--- src/bpsc_pkg.sv ---
// Purpose: Constants and types for the buck pulse-skip control block
// Assumes: 25 MHz pclk, APB register access
// Notes: Operation list below
// Operation
// - Device waits for main output good before enabling internal functions.
// - Long main undervoltage puts device into reset, reset output low.
// - Main feedback reference selectable from four values by register field.
// - Controller feedback reference selectable from four values by its field.
// - Both regulators switch from an internal 250 kHz period.
// - Feedback sampled each cycle start; below target gives full pulse, else skip.
// - Only a current-limit event ends a started pulse early; code also ends it on channel disable or low power.
// - Main duty field: 12, 15, 26 (default), 63.5 percent.
// - Current-limit select bit: 0 gives 3.3 A default, 1 gives 2.3 A.
// - Main regulator is off in low power mode.
// - Software may disable main regulator; its undervoltage still counts as fault.
// - Controller starts disabled and runs only after software enables it.
// - Controller duty field: 9, 12, 22.5 (default), 58 percent.
// - Each undervoltage readable as live status and sticky latched flag.
package bpsc_pkg;
   localparam int unsigned CLK_HZ = 25_000_000;
   localparam int unsigned CLK_NS = 40;
   localparam int unsigned PWM_HZ = 250_000;
   localparam int unsigned PWM_PERIOD = CLK_HZ / PWM_HZ;
   localparam int unsigned PWM_CNT_W = 7;
   localparam int unsigned T_UV_DEGLITCH_NS = 20_000;
   localparam int unsigned UV_DEGLITCH_CYC = (T_UV_DEGLITCH_NS + CLK_NS - 1) / CLK_NS;
   localparam int unsigned MAIN_DUTY_PM [4] = '{120, 150, 260, 635};
   localparam int unsigned CTRL_DUTY_PM [4] = '{90, 120, 225, 580};
   localparam logic [7:0] ADDR_MAIN_CFG = 8'h00;
   localparam logic [7:0] ADDR_CTRL_CFG = 8'h04;
   localparam logic [7:0] ADDR_STATUS = 8'h08;
   localparam logic [7:0] ADDR_EV_STAT = 8'h0c;
   localparam logic [7:0] ADDR_EV_MASK = 8'h10;
   localparam int unsigned F_FBREF = 0;
   localparam int unsigned F_DUTY = 2;
   localparam int unsigned F_ILIM = 4;
   localparam int unsigned F_EN = 5;
   localparam logic [1:0] FBREF_RST = 2'h0;
   localparam logic [1:0] DUTY_RST = 2'h2;
   localparam logic ILIM_RST = 1'h0;
   localparam logic MAIN_EN_RST = 1'h1;
   localparam logic CTRL_EN_RST = 1'h0;
   localparam int unsigned ST_MAIN_UV = 0;
   localparam int unsigned ST_CTRL_UV = 1;
   localparam int unsigned ST_READY = 2;
   localparam int unsigned ST_LOWPWR = 3;
   localparam int unsigned EV_MAIN_UV = 0;
   localparam int unsigned EV_CTRL_UV = 1;
   localparam int unsigned EV_SYSRST = 2;
   localparam int unsigned EV_W = 3;
   typedef struct packed {
      logic fb_below;
      logic uv;
      logic ilim;
   } bpsc_sense_t;
   typedef enum {SEQ_HOLD, SEQ_RUN} bpsc_seq_t;
endpackage : bpsc_pkg

--- src/bpsc_top.sv ---
// Purpose: Pulse-skip control of main buck and external FET buck
// Assumes: Sense inputs are asynchronous pins
// Notes: APB slave, zero-wait answers
`timescale 1ns/1ps
module bpsc_top #(
   parameter int unsigned UV_CYC = bpsc_pkg::UV_DEGLITCH_CYC
) (
   input wire logic pclk,
   input wire logic presetn,
   input wire logic psel,
   input wire logic penable,
   input wire logic pwrite,
   input wire logic [7:0] paddr,
   input wire logic [31:0] pwdata,
   output logic [31:0] prdata,
   output logic pready,
   output logic pslverr,
   input wire bpsc_pkg::bpsc_sense_t main_sense,
   input wire bpsc_pkg::bpsc_sense_t ctrl_sense,
   input wire logic low_power_req,
   output logic main_switch_on,
   output logic ctrl_gate_on,
   output logic [1:0] main_fb_ref_select,
   output logic [1:0] ctrl_fb_ref_select,
   output logic main_ilim_select,
   output logic system_reset_out_n,
   output logic internal_enable,
   output logic irq
);
   localparam int unsigned W = bpsc_pkg::PWM_CNT_W;
   localparam logic [W-1:0] LAST = W'(bpsc_pkg::PWM_PERIOD - 1);
   localparam logic [15:0] UV_FULL = 16'(UV_CYC);

   function automatic logic [W-1:0] duty_cycles(input logic ch, input logic [1:0] sel);
      int unsigned pm;
      pm = ch ? bpsc_pkg::CTRL_DUTY_PM[sel] : bpsc_pkg::MAIN_DUTY_PM[sel];
      return W'(pm * bpsc_pkg::PWM_PERIOD / 1000);
   endfunction : duty_cycles

   // Pin synchronisers
   logic [6:0] sync1_q;
   logic [6:0] sync2_q;
   always_ff @(posedge pclk or negedge presetn)
   begin
      if (!presetn)
      begin
         sync1_q <= 7'h12;
         sync2_q <= 7'h12;
      end
      else
      begin
         sync1_q <= {low_power_req, main_sense, ctrl_sense};
         sync2_q <= sync1_q;
      end
   end
   bpsc_pkg::bpsc_sense_t main_s;
   bpsc_pkg::bpsc_sense_t ctrl_s;
   logic lp_s;
   assign lp_s = sync2_q[6];
   assign main_s = sync2_q[5:3];
   assign ctrl_s = sync2_q[2:0];

   // Registers
   logic [1:0] main_ref_q, main_ref_d, ctrl_ref_q, ctrl_ref_d;
   logic [1:0] main_duty_q, main_duty_d, ctrl_duty_q, ctrl_duty_d;
   logic ilim_q, ilim_d, main_en_q, main_en_d, ctrl_en_q, ctrl_en_d;
   logic [bpsc_pkg::EV_W-1:0] stat_q, stat_d, mask_q, mask_d, ev_set;
   logic [31:0] prdata_d;
   logic pready_d, pslverr_d, irq_d, wr, mapped;
   logic [31:0] status_word;
   assign wr = psel && penable && pwrite && pready;

   always_comb
   begin
      mapped = 1'b1;
      prdata_d = 32'h0000_0000;
      unique case (paddr)
         bpsc_pkg::ADDR_MAIN_CFG: prdata_d = 32'({main_en_q, ilim_q, main_duty_q, main_ref_q});
         bpsc_pkg::ADDR_CTRL_CFG: prdata_d = 32'({ctrl_en_q, 1'b0, ctrl_duty_q, ctrl_ref_q});
         bpsc_pkg::ADDR_STATUS: prdata_d = status_word;
         bpsc_pkg::ADDR_EV_STAT: prdata_d = 32'(stat_q);
         bpsc_pkg::ADDR_EV_MASK: prdata_d = 32'(mask_q);
         default: mapped = 1'b0;
      endcase
   end

   always_comb
   begin
      pready_d = psel && !penable;
      pslverr_d = psel && !penable && !mapped;
      main_ref_d = main_ref_q;
      main_duty_d = main_duty_q;
      ilim_d = ilim_q;
      main_en_d = main_en_q;
      ctrl_ref_d = ctrl_ref_q;
      ctrl_duty_d = ctrl_duty_q;
      ctrl_en_d = ctrl_en_q;
      mask_d = mask_q;
      stat_d = stat_q | ev_set;
      if (wr && paddr == bpsc_pkg::ADDR_MAIN_CFG)
      begin
         main_ref_d = pwdata[bpsc_pkg::F_FBREF +: 2];
         main_duty_d = pwdata[bpsc_pkg::F_DUTY +: 2];
         ilim_d = pwdata[bpsc_pkg::F_ILIM];
         main_en_d = pwdata[bpsc_pkg::F_EN];
      end
      if (wr && paddr == bpsc_pkg::ADDR_CTRL_CFG)
      begin
         ctrl_ref_d = pwdata[bpsc_pkg::F_FBREF +: 2];
         ctrl_duty_d = pwdata[bpsc_pkg::F_DUTY +: 2];
         ctrl_en_d = pwdata[bpsc_pkg::F_EN];
      end
      if (wr && paddr == bpsc_pkg::ADDR_EV_STAT)
      begin
         stat_d = (stat_q & ~pwdata[bpsc_pkg::EV_W-1:0]) | ev_set;
      end
      if (wr && paddr == bpsc_pkg::ADDR_EV_MASK)
      begin
         mask_d = pwdata[bpsc_pkg::EV_W-1:0];
      end
      irq_d = |(stat_q & mask_q);
   end

   always_ff @(posedge pclk or negedge presetn)
   begin
      if (!presetn)
      begin
         main_ref_q <= bpsc_pkg::FBREF_RST;
         main_duty_q <= bpsc_pkg::DUTY_RST;
         ilim_q <= bpsc_pkg::ILIM_RST;
         main_en_q <= bpsc_pkg::MAIN_EN_RST;
         ctrl_ref_q <= bpsc_pkg::FBREF_RST;
         ctrl_duty_q <= bpsc_pkg::DUTY_RST;
         ctrl_en_q <= bpsc_pkg::CTRL_EN_RST;
         stat_q <= 3'h0;
         mask_q <= 3'h0;
         prdata <= 32'h0000_0000;
         pready <= 1'b0;
         pslverr <= 1'b0;
         irq <= 1'b0;
      end
      else
      begin
         main_ref_q <= main_ref_d;
         main_duty_q <= main_duty_d;
         ilim_q <= ilim_d;
         main_en_q <= main_en_d;
         ctrl_ref_q <= ctrl_ref_d;
         ctrl_duty_q <= ctrl_duty_d;
         ctrl_en_q <= ctrl_en_d;
         stat_q <= stat_d;
         mask_q <= mask_d;
         prdata <= prdata_d;
         pready <= pready_d;
         pslverr <= pslverr_d;
         irq <= irq_d;
      end
   end
   assign main_fb_ref_select = main_ref_q;
   assign ctrl_fb_ref_select = ctrl_ref_q;
   assign main_ilim_select = ilim_q;

   // Switching period counter
   logic [W-1:0] cnt_q, cnt_d;
   always_comb
   begin
      cnt_d = (cnt_q == LAST) ? '0 : cnt_q + 1'b1;
   end
   always_ff @(posedge pclk or negedge presetn)
   begin
      if (!presetn)
         cnt_q <= '0;
      else
         cnt_q <= cnt_d;
   end

   // Pulse-skip channels: 0 main, 1 controller
   logic [1:0] ch_en, ch_fb, ch_il, ch_pulse;
   logic [W-1:0] ch_duty [2];
   assign ch_en = {ctrl_en_q && !lp_s, main_en_q && !lp_s};
   assign ch_fb = {ctrl_s.fb_below, main_s.fb_below};
   assign ch_il = {ctrl_s.ilim, main_s.ilim};
   assign ch_duty[0] = duty_cycles(1'b0, main_duty_q);
   assign ch_duty[1] = duty_cycles(1'b1, ctrl_duty_q);
   for (genvar i = 0; i < 2; i++)
   begin : g_ch
      logic pulse_q;
      logic pulse_d;
      always_comb
      begin
         pulse_d = pulse_q;
         if (!ch_en[i])
            pulse_d = 1'b0;
         else if (cnt_q == '0)
            pulse_d = ch_fb[i] && !ch_il[i] && ch_duty[i] != '0;
         else if (ch_il[i] || cnt_q >= ch_duty[i])
            pulse_d = 1'b0;
      end
      always_ff @(posedge pclk or negedge presetn)
      begin
         if (!presetn)
            pulse_q <= 1'b0;
         else
            pulse_q <= pulse_d;
      end
      assign ch_pulse[i] = pulse_q;
   end
   assign main_switch_on = ch_pulse[0];
   assign ctrl_gate_on = ch_pulse[1];

   // Undervoltage deglitch and supervisor
   logic [15:0] uv_cnt_q, uv_cnt_d;
   logic [1:0] uv_prev_q;
   bpsc_pkg::bpsc_seq_t seq_q, seq_d;
   logic rst_n_q, rst_n_d, ien_q, ien_d, uv_trip;
   assign uv_trip = uv_cnt_q == UV_FULL;
   always_comb
   begin
      uv_cnt_d = !main_s.uv ? 16'h0000 : (uv_trip ? uv_cnt_q : uv_cnt_q + 16'h0001);
      seq_d = seq_q;
      unique case (seq_q)
         bpsc_pkg::SEQ_HOLD: if (!main_s.uv && !lp_s) seq_d = bpsc_pkg::SEQ_RUN;
         bpsc_pkg::SEQ_RUN: if (uv_trip || lp_s) seq_d = bpsc_pkg::SEQ_HOLD;
      endcase
      rst_n_d = seq_d == bpsc_pkg::SEQ_RUN;
      ien_d = seq_d == bpsc_pkg::SEQ_RUN;
      ev_set = '0;
      ev_set[bpsc_pkg::EV_MAIN_UV] = main_s.uv && !uv_prev_q[0];
      ev_set[bpsc_pkg::EV_CTRL_UV] = ctrl_s.uv && !uv_prev_q[1];
      ev_set[bpsc_pkg::EV_SYSRST] = seq_q == bpsc_pkg::SEQ_RUN && uv_trip;
   end
   always_ff @(posedge pclk or negedge presetn)
   begin
      if (!presetn)
      begin
         uv_cnt_q <= 16'h0000;
         uv_prev_q <= 2'h3;
         seq_q <= bpsc_pkg::SEQ_HOLD;
         rst_n_q <= 1'b0;
         ien_q <= 1'b0;
      end
      else
      begin
         uv_cnt_q <= uv_cnt_d;
         uv_prev_q <= {ctrl_s.uv, main_s.uv};
         seq_q <= seq_d;
         rst_n_q <= rst_n_d;
         ien_q <= ien_d;
      end
   end
   assign system_reset_out_n = rst_n_q;
   assign internal_enable = ien_q;
   always_comb
   begin
      status_word = 32'h0000_0000;
      status_word[bpsc_pkg::ST_MAIN_UV] = main_s.uv;
      status_word[bpsc_pkg::ST_CTRL_UV] = ctrl_s.uv;
      status_word[bpsc_pkg::ST_READY] = ien_q;
      status_word[bpsc_pkg::ST_LOWPWR] = lp_s;
   end
endmodule : bpsc_top

--- config.mk ---
export PLATFORM = sky130hd
export DESIGN_NAME = bpsc_top
export DESIGN_NICKNAME = d
export VERILOG_FILES = /design/src/bpsc_pkg.sv /design/src/bpsc_top.sv
export SDC_FILE = /design/constraint.sdc
export NUM_CORES = 1
export LEC_CHECK = 0
export BUFFER_PORTS_ARGS = -buffer_cell sky130_fd_sc_hd__clkbuf_2
export CORE_ASPECT_RATIO = 1.5
export CORE_MARGIN = 2
export CORE_UTILIZATION = 56
export CTS_CLUSTER_DIAMETER = 100
export DETAILED_ROUTE_END_ITERATION = 12
export PLACE_DENSITY = 0.91
export SYNTH_ARGS = -nofsm -noshare
export SYNTH_HDL_FRONTEND = slang
export SYNTH_SLANG_ARGS = --single-unit
--- constraint.sdc ---
create_clock -name pclk -period 5.9 [get_ports pclk]
set_input_delay 0.295 -clock pclk [delete_from_list [all_inputs] [get_ports pclk]]
set_output_delay 0.295 -clock pclk [all_outputs]
set_load 0.02 [all_outputs]
# After elaboration in Yosys (flattened, before gate mapping)
# Index checks and enable logic that the tools add are counted.
# Widths: inputs -> output; s select.
[word_totals]
in_bits = 52
register_bits = 126
out_inout_bits = 44
elab_cells = 109
[classes]
add_sub_neg = 2
n_lt_le_gt_ge = 4
bitwise_logic = 7
mux = 21
reduce_logical = 37
eq_ne = 12
multipliers = 2
n_div = 2
[op_table]
columns = ["operator", "count"]
rows = [
  ["$mux 32", 6],
  ["$bmux 32 s2", 2],
  ["$div 32x10->32 const B", 2],
  ["$eq 32x2->1 const B", 2],
  ["$mul 32x5->30 const B", 2],
  ["$pmux 32 s2", 1],
  ["$eq 32x1->1 const B", 1],
  ["$logic_not 32->1", 1],
  ["$mux 16", 2],
  ["$pmux 6 s5", 1],
  ["$logic_and 1x1->1", 19],
  ["$add 16x1->16 const B", 1],
  ["$eq 16x9->1 const B", 1],
  ["$eq 8x4->1 const B", 2],
  ["$ge 7x7->1", 2],
  ["$reduce_bool 7->1", 2],
  ["$eq 8x3->1 const B", 1],
  ["$eq 8x5->1 const B", 1],
  ["$logic_not 1->1", 8],
  ["$logic_not 8->1", 1],
  ["$add 7x1->7 const B", 1],
  ["$eq 7x7->1 const B", 1],
  ["$logic_not 7->1", 1],
  ["$mux 1", 7],
  ["12 further kinds", 19],
]

# Depth between registers and ports, before layout
[depth]
word_depth = 11
mapped_depth = 23
mapped_depth_nobuf = 22

# Worst setup path before layout
# OpenSTA, ideal clock, no wires.
[synth_path]
kind = "register to register"
startpoint = "register main_duty_q[1]"
endpoint = "register g_ch[0].pulse_q, in the netlist main_switch_on"
t_required_ns = 5.795
synth_period_minus_slack_ns = 4.832
arrival_ns = 4.727
slack_ns = 1.068
setup_ns = 0.105
path_stages_with_launch = 22
n_path_buf = 0
path_cell_list = "dfstp_2 > ha_1 > ha_1 > ha_1 > ha_1 > ha_1 > a21o_1 > a32o_1 > a2111oi_0 > a22oi_1 > o2111a_1 > a211oi_2 > nor3_1 > o31ai_1 > a31oi_1 > ha_1 > a21o_1 > a21oi_1 > nor2b_1 > o21ai_0 > a22oi_1 > nor4b_1"
[synth_between]
elab_chain_len = 10
word_cells_on_any_way = 13
cone_classes = "mul: 1; div: 1; order compare: 1; eq/ne: 1; mux: 5; bitwise: 1; reduce/logical: 3"
[synth_lines]
columns = ["element", "line_no", "rtl"]
rows = [
  ["from (decl)", "bpsc_top.sv:65", "logic [1:0] main_duty_q, main_duty_d, ctrl_duty_q, ctrl_duty_d;"],
  ["from (signal assigned)", "bpsc_top.sv:129", "main_duty_q <= bpsc_pkg::DUTY_RST;"],
  ["from (signal assigned)", "bpsc_top.sv:145", "main_duty_q <= main_duty_d;"],
  ["$not 2->3 (not written as such) (*)", "bpsc_top.sv:36", "pm = ch ? bpsc_pkg::CTRL_DUTY_PM[sel] : bpsc_pkg::MAIN_DUTY_PM[sel];"],
  ["$bmux 32 s2 (*)", "bpsc_top.sv:36", ""],
  ["$mux 32 (not written as such) (*) (2 in series)", "bpsc_top.sv:36", ""],
  ["$mul 32x5->30 (*)", "bpsc_top.sv:37", "return W'(pm * bpsc_pkg::PWM_PERIOD / 1000);"],
  ["$div 32x10->32 (*)", "bpsc_top.sv:37", ""],
  ["parallel branches: the longest is 4 deep, another holds $ge 7x7->1", "--", ""],
  ["to (signal assigned)", "bpsc_top.sv:204", "pulse_q <= pulse_d;"],
  ["to (decl)", "bpsc_top.sv:187", "logic pulse_q;"],
]
# Mark *: on every way between the ends. The select of a mux whose other input is x is not followed.
# A chain may end at the register's enable or synchronous reset.

# Final worst setup path
[layout_path]
startpoint = "register main_duty_q[0]"
endpoint = "register g_ch[0].pulse_q, in the netlist main_switch_on"
# The elaborated chain is that of the path after synthesis.

==> reports/metrics.yaml <==
status: "finished clean"
whs_ns: 0.0334
synthFlopType: "dfrtp_1"
gr-total-overflow: 0
cts_tree: "yes"
drt_iter0_drc: 286
ios: 96
fin_crit_sh_pct: 93.8
maxSlewViolCount: 0
grt_antenna_before_repair: 0
worstPathArrival_ns: 5.77
fin_util_pct: 64.4
cts_setup_buffers: 0
synth.distinct_cells: 60
antennaDiodeCount: 0
dpl.hpwl_mm: 7.93
core_mm2: 0.00931
grt_pass1_vias: 4081
setup_tns_ns: 0
grt_use_total_pct: 23.0
relSlewSlack_pct: 47.7
placed_area_mm2: 0.00561
syn_inst: 501
synth_area_mm2: 0.00538
cp_data_required_time_ns: 6.13
grt_first_pass_wirelength_mm: 18.9
synth-async-reset-ratio_pct: 100
fp.dieArea_mm2: 0.0104
nets: 648
cts_buffers: 9
hold_path.class: "input pin to flop"
syn2layout_area_growth_pct: 11.4
die_h_um: 124
vias: 3926
skew_ns: 0.00812
synth_seq_cells: 100
cap_violations: 0
r2r_slack_ns: 0.37
rows: 43
start_util_pct: 57.8
clockRootBuffer: "clkbuf_16"
wire_per_inst_um: 17.6
gp_congestion: 0.886
ys.warnings.count: 0
fmax_mhz: 181
die_x_um: 84.0
synth_edf_count: 0
path_max_fanout: 9
drive_gt1_share_pct: 17.3
drt_wl_total_mm: 11.8
tightestPinTransition_ns: 0.785
max-clock-path-buffers: 2
drtAntennaViolNets: 0
first_pass_iters: 5
final_hold_viol_count: 0
leakagePower_uw: 0.00303
fin_crit_ns: 5.53
synth_area_per_cell_um2: 10.7
yosysSeqAreaShare_pct: 46.7
cts.htree.levels: 3
io_buffer_count: 43
stdcell_area_mm2: 0.00599
crit_path_end_kind: "flop"
rsz0062_at_grt: "no"
ir_worst_vdd_uv: 261
clock_latency_ns: 0.34
p_per_area_mw_per_mm2: 250
start_kind: "flop"
path_class: "flop to flop"
vias_per_cell: 5.89
drc_errors: 0
finalSetupViolations: 0
clkTransAtPathRegs_ns: 0.07
clock-sinks: 100
grt_max_degree: 67
-- through the flow --
stage / worst slack, ns / total power, uW / instances
floorplan: 1.07 / 771 / 527
global placement: 0.711 / 786 / 649
detailed placement: 0.472 / 791 / 649
CTS: 0.425 / 1510 / 666
global route: 0.0147 / 1540 / 666
finish: 0.367 / 1500 / 666
-- registers in the layout (all words and copies together), names as in the netlist, 2 cells and up --
name	count
cnt_q	7
ctrl_duty_q	2
ctrl_fb_ref_select	2
main_duty_q	2
main_fb_ref_select	2
mask_q	3
prdata	6
seq_q	32
stat_q	3
sync1_q	7
sync2_q	7
uv_cnt_q	16
uv_prev_q	2
-- repair_timing --
action | in CTS | in global routing
hold endpoints to repair | 29 | 0
gates resized for setup | 0 | 0
hold buffers | 1 | 0
-- cell usage after synthesis, drive strengths merged (4+ instances only) --
cell type   n  area share (%)
dfrtp      91              42
ha         47              11
nor2       37             2.6
and2       36             4.3
buf        29             4.1
nand2      26             1.8
inv        25             1.7
nand3      17             1.6
o21ai      16             1.5
a21oi      15             1.4
mux2       14             2.9
xor2       14             2.3
nor3       10             1.0
dfstp       9             4.4
nor4        9             1.0
and3        8            0.93
xnor2       8             1.3
a21o        7            0.98
clkbuf      7            0.49
nand4       7            0.81
nor2b       7            0.81
a211oi      4            0.74
a22o        4            0.65
nand2b      4            0.46
nor3b       4            0.65
nor4b       4            0.65
-- metal layers --
layer  part of all wire [%]  GRT usage [%]
met4                    2.6           10.2
met2                     55           42.8
met1                     38           24.7
met3                    4.3           5.30
met5                      0              0
-- where the power goes --
part           switching (uW)  leakage, uW  total [uW]  internal, uW
combinational            55.3      0.00154        76.0          20.7
sequential               8.08      0.00130         705           697
clock                     251     0.000183         720           469
total                     314      0.00303        1500          1190
-- cells by family (layout without fill, tap and decap cells) --
group                      count (synthesis)  count (layout)  synth area share [%]
adders and majority gates                 47              47                  10.9
other                                      1              27                0.0697
muxes                                     19              19                  4.56
DFF                                      100             100                  46.7
xor gates and xnor gates                  22              22                  3.58
buffers and inverters                     61              88                  6.35
and+or+nand+nor                          178             178                  18.1
AOI/OAI and AO/OA                         73              73                  9.70
-- critical path, stage by stage (launching register included) --
cell	delay, ns
dfrtp_1	0.47
inv_1	0.18
ha_1	0.39
ha_1	0.32
ha_1	0.31
ha_1	0.29
ha_1	0.23
a21o_1	0.17
a32o_1	0.25
a2111oi_0	0.46
a22oi_1	0.19
o2111a_1	0.27
a211oi_2	0.28
nor3_1	0.08
o31ai_1	0.20
a31oi_1	0.11
ha_1	0.28
a21o_1	0.16
a21oi_1	0.16
nor2b_1	0.06
o21ai_0	0.18
a22oi_1	0.11
nor4b_1	0.27
-- path summary, 6_finish.rpt --
path	depth (start not counted)	to	startpoint
max	22	main_switch_on$_DFFE_PN0P_	main_duty_q[0]$_DFFE_PN0P_
min	1	sync1_q[4]$_DFF_PN1_	main_sense[1]
min reg2reg	0	sync2_q[5]$_DFF_PN0_	sync1_q[5]$_DFF_PN0_
max in group asynchronous	3	cnt_q[6]$_DFF_PN0_	presetn
max reg2reg	22	main_switch_on$_DFFE_PN0P_	main_duty_q[0]$_DFFE_PN0P_
min in group asynchronous	2	uv_cnt_q[15]$_DFFE_PN0P_	presetn
-- placed cells by master, fill, tap and decap left out, types with 2 or more instances in the layout --
master / instances
a211oi_1: 2
a211oi_2: 2
a21o_1: 7
a21oi_1: 15
a22o_1: 4
a22oi_1: 3
a31oi_1: 3
and2_1: 34
and2_4: 2
and3_1: 8
and4b_1: 3
buf_4: 4
bufinv_16: 4
clkbuf_16: 9
clkbuf_2: 42
conb_1: 27
dfrtp_1: 91
dfstp_2: 9
ha_1: 47
inv_1: 25
mux2_2: 14
mux2i_1: 2
mux4_2: 3
nand2_1: 26
nand2b_1: 4
nand3_1: 17
nand4_1: 7
nor2_1: 37
nor2b_1: 7
nor3_1: 9
nor3b_1: 3
nor4_1: 9
nor4b_1: 4
o211ai_1: 2
o21ai_0: 15
o22ai_1: 3
o31ai_1: 3
xnor2_1: 8
xor2_1: 14
-- cell type report --
cell class              count  area, um2
multi-input cells         366       2620
fillers                   667       3310
clock inverters             6        134
clock buffers              10        239
inverters                  25       93.8
repair buffers             47        250
well taps                 112        140
flip-flops and latches    100       2510
Power figures use the tool's default switching activity.
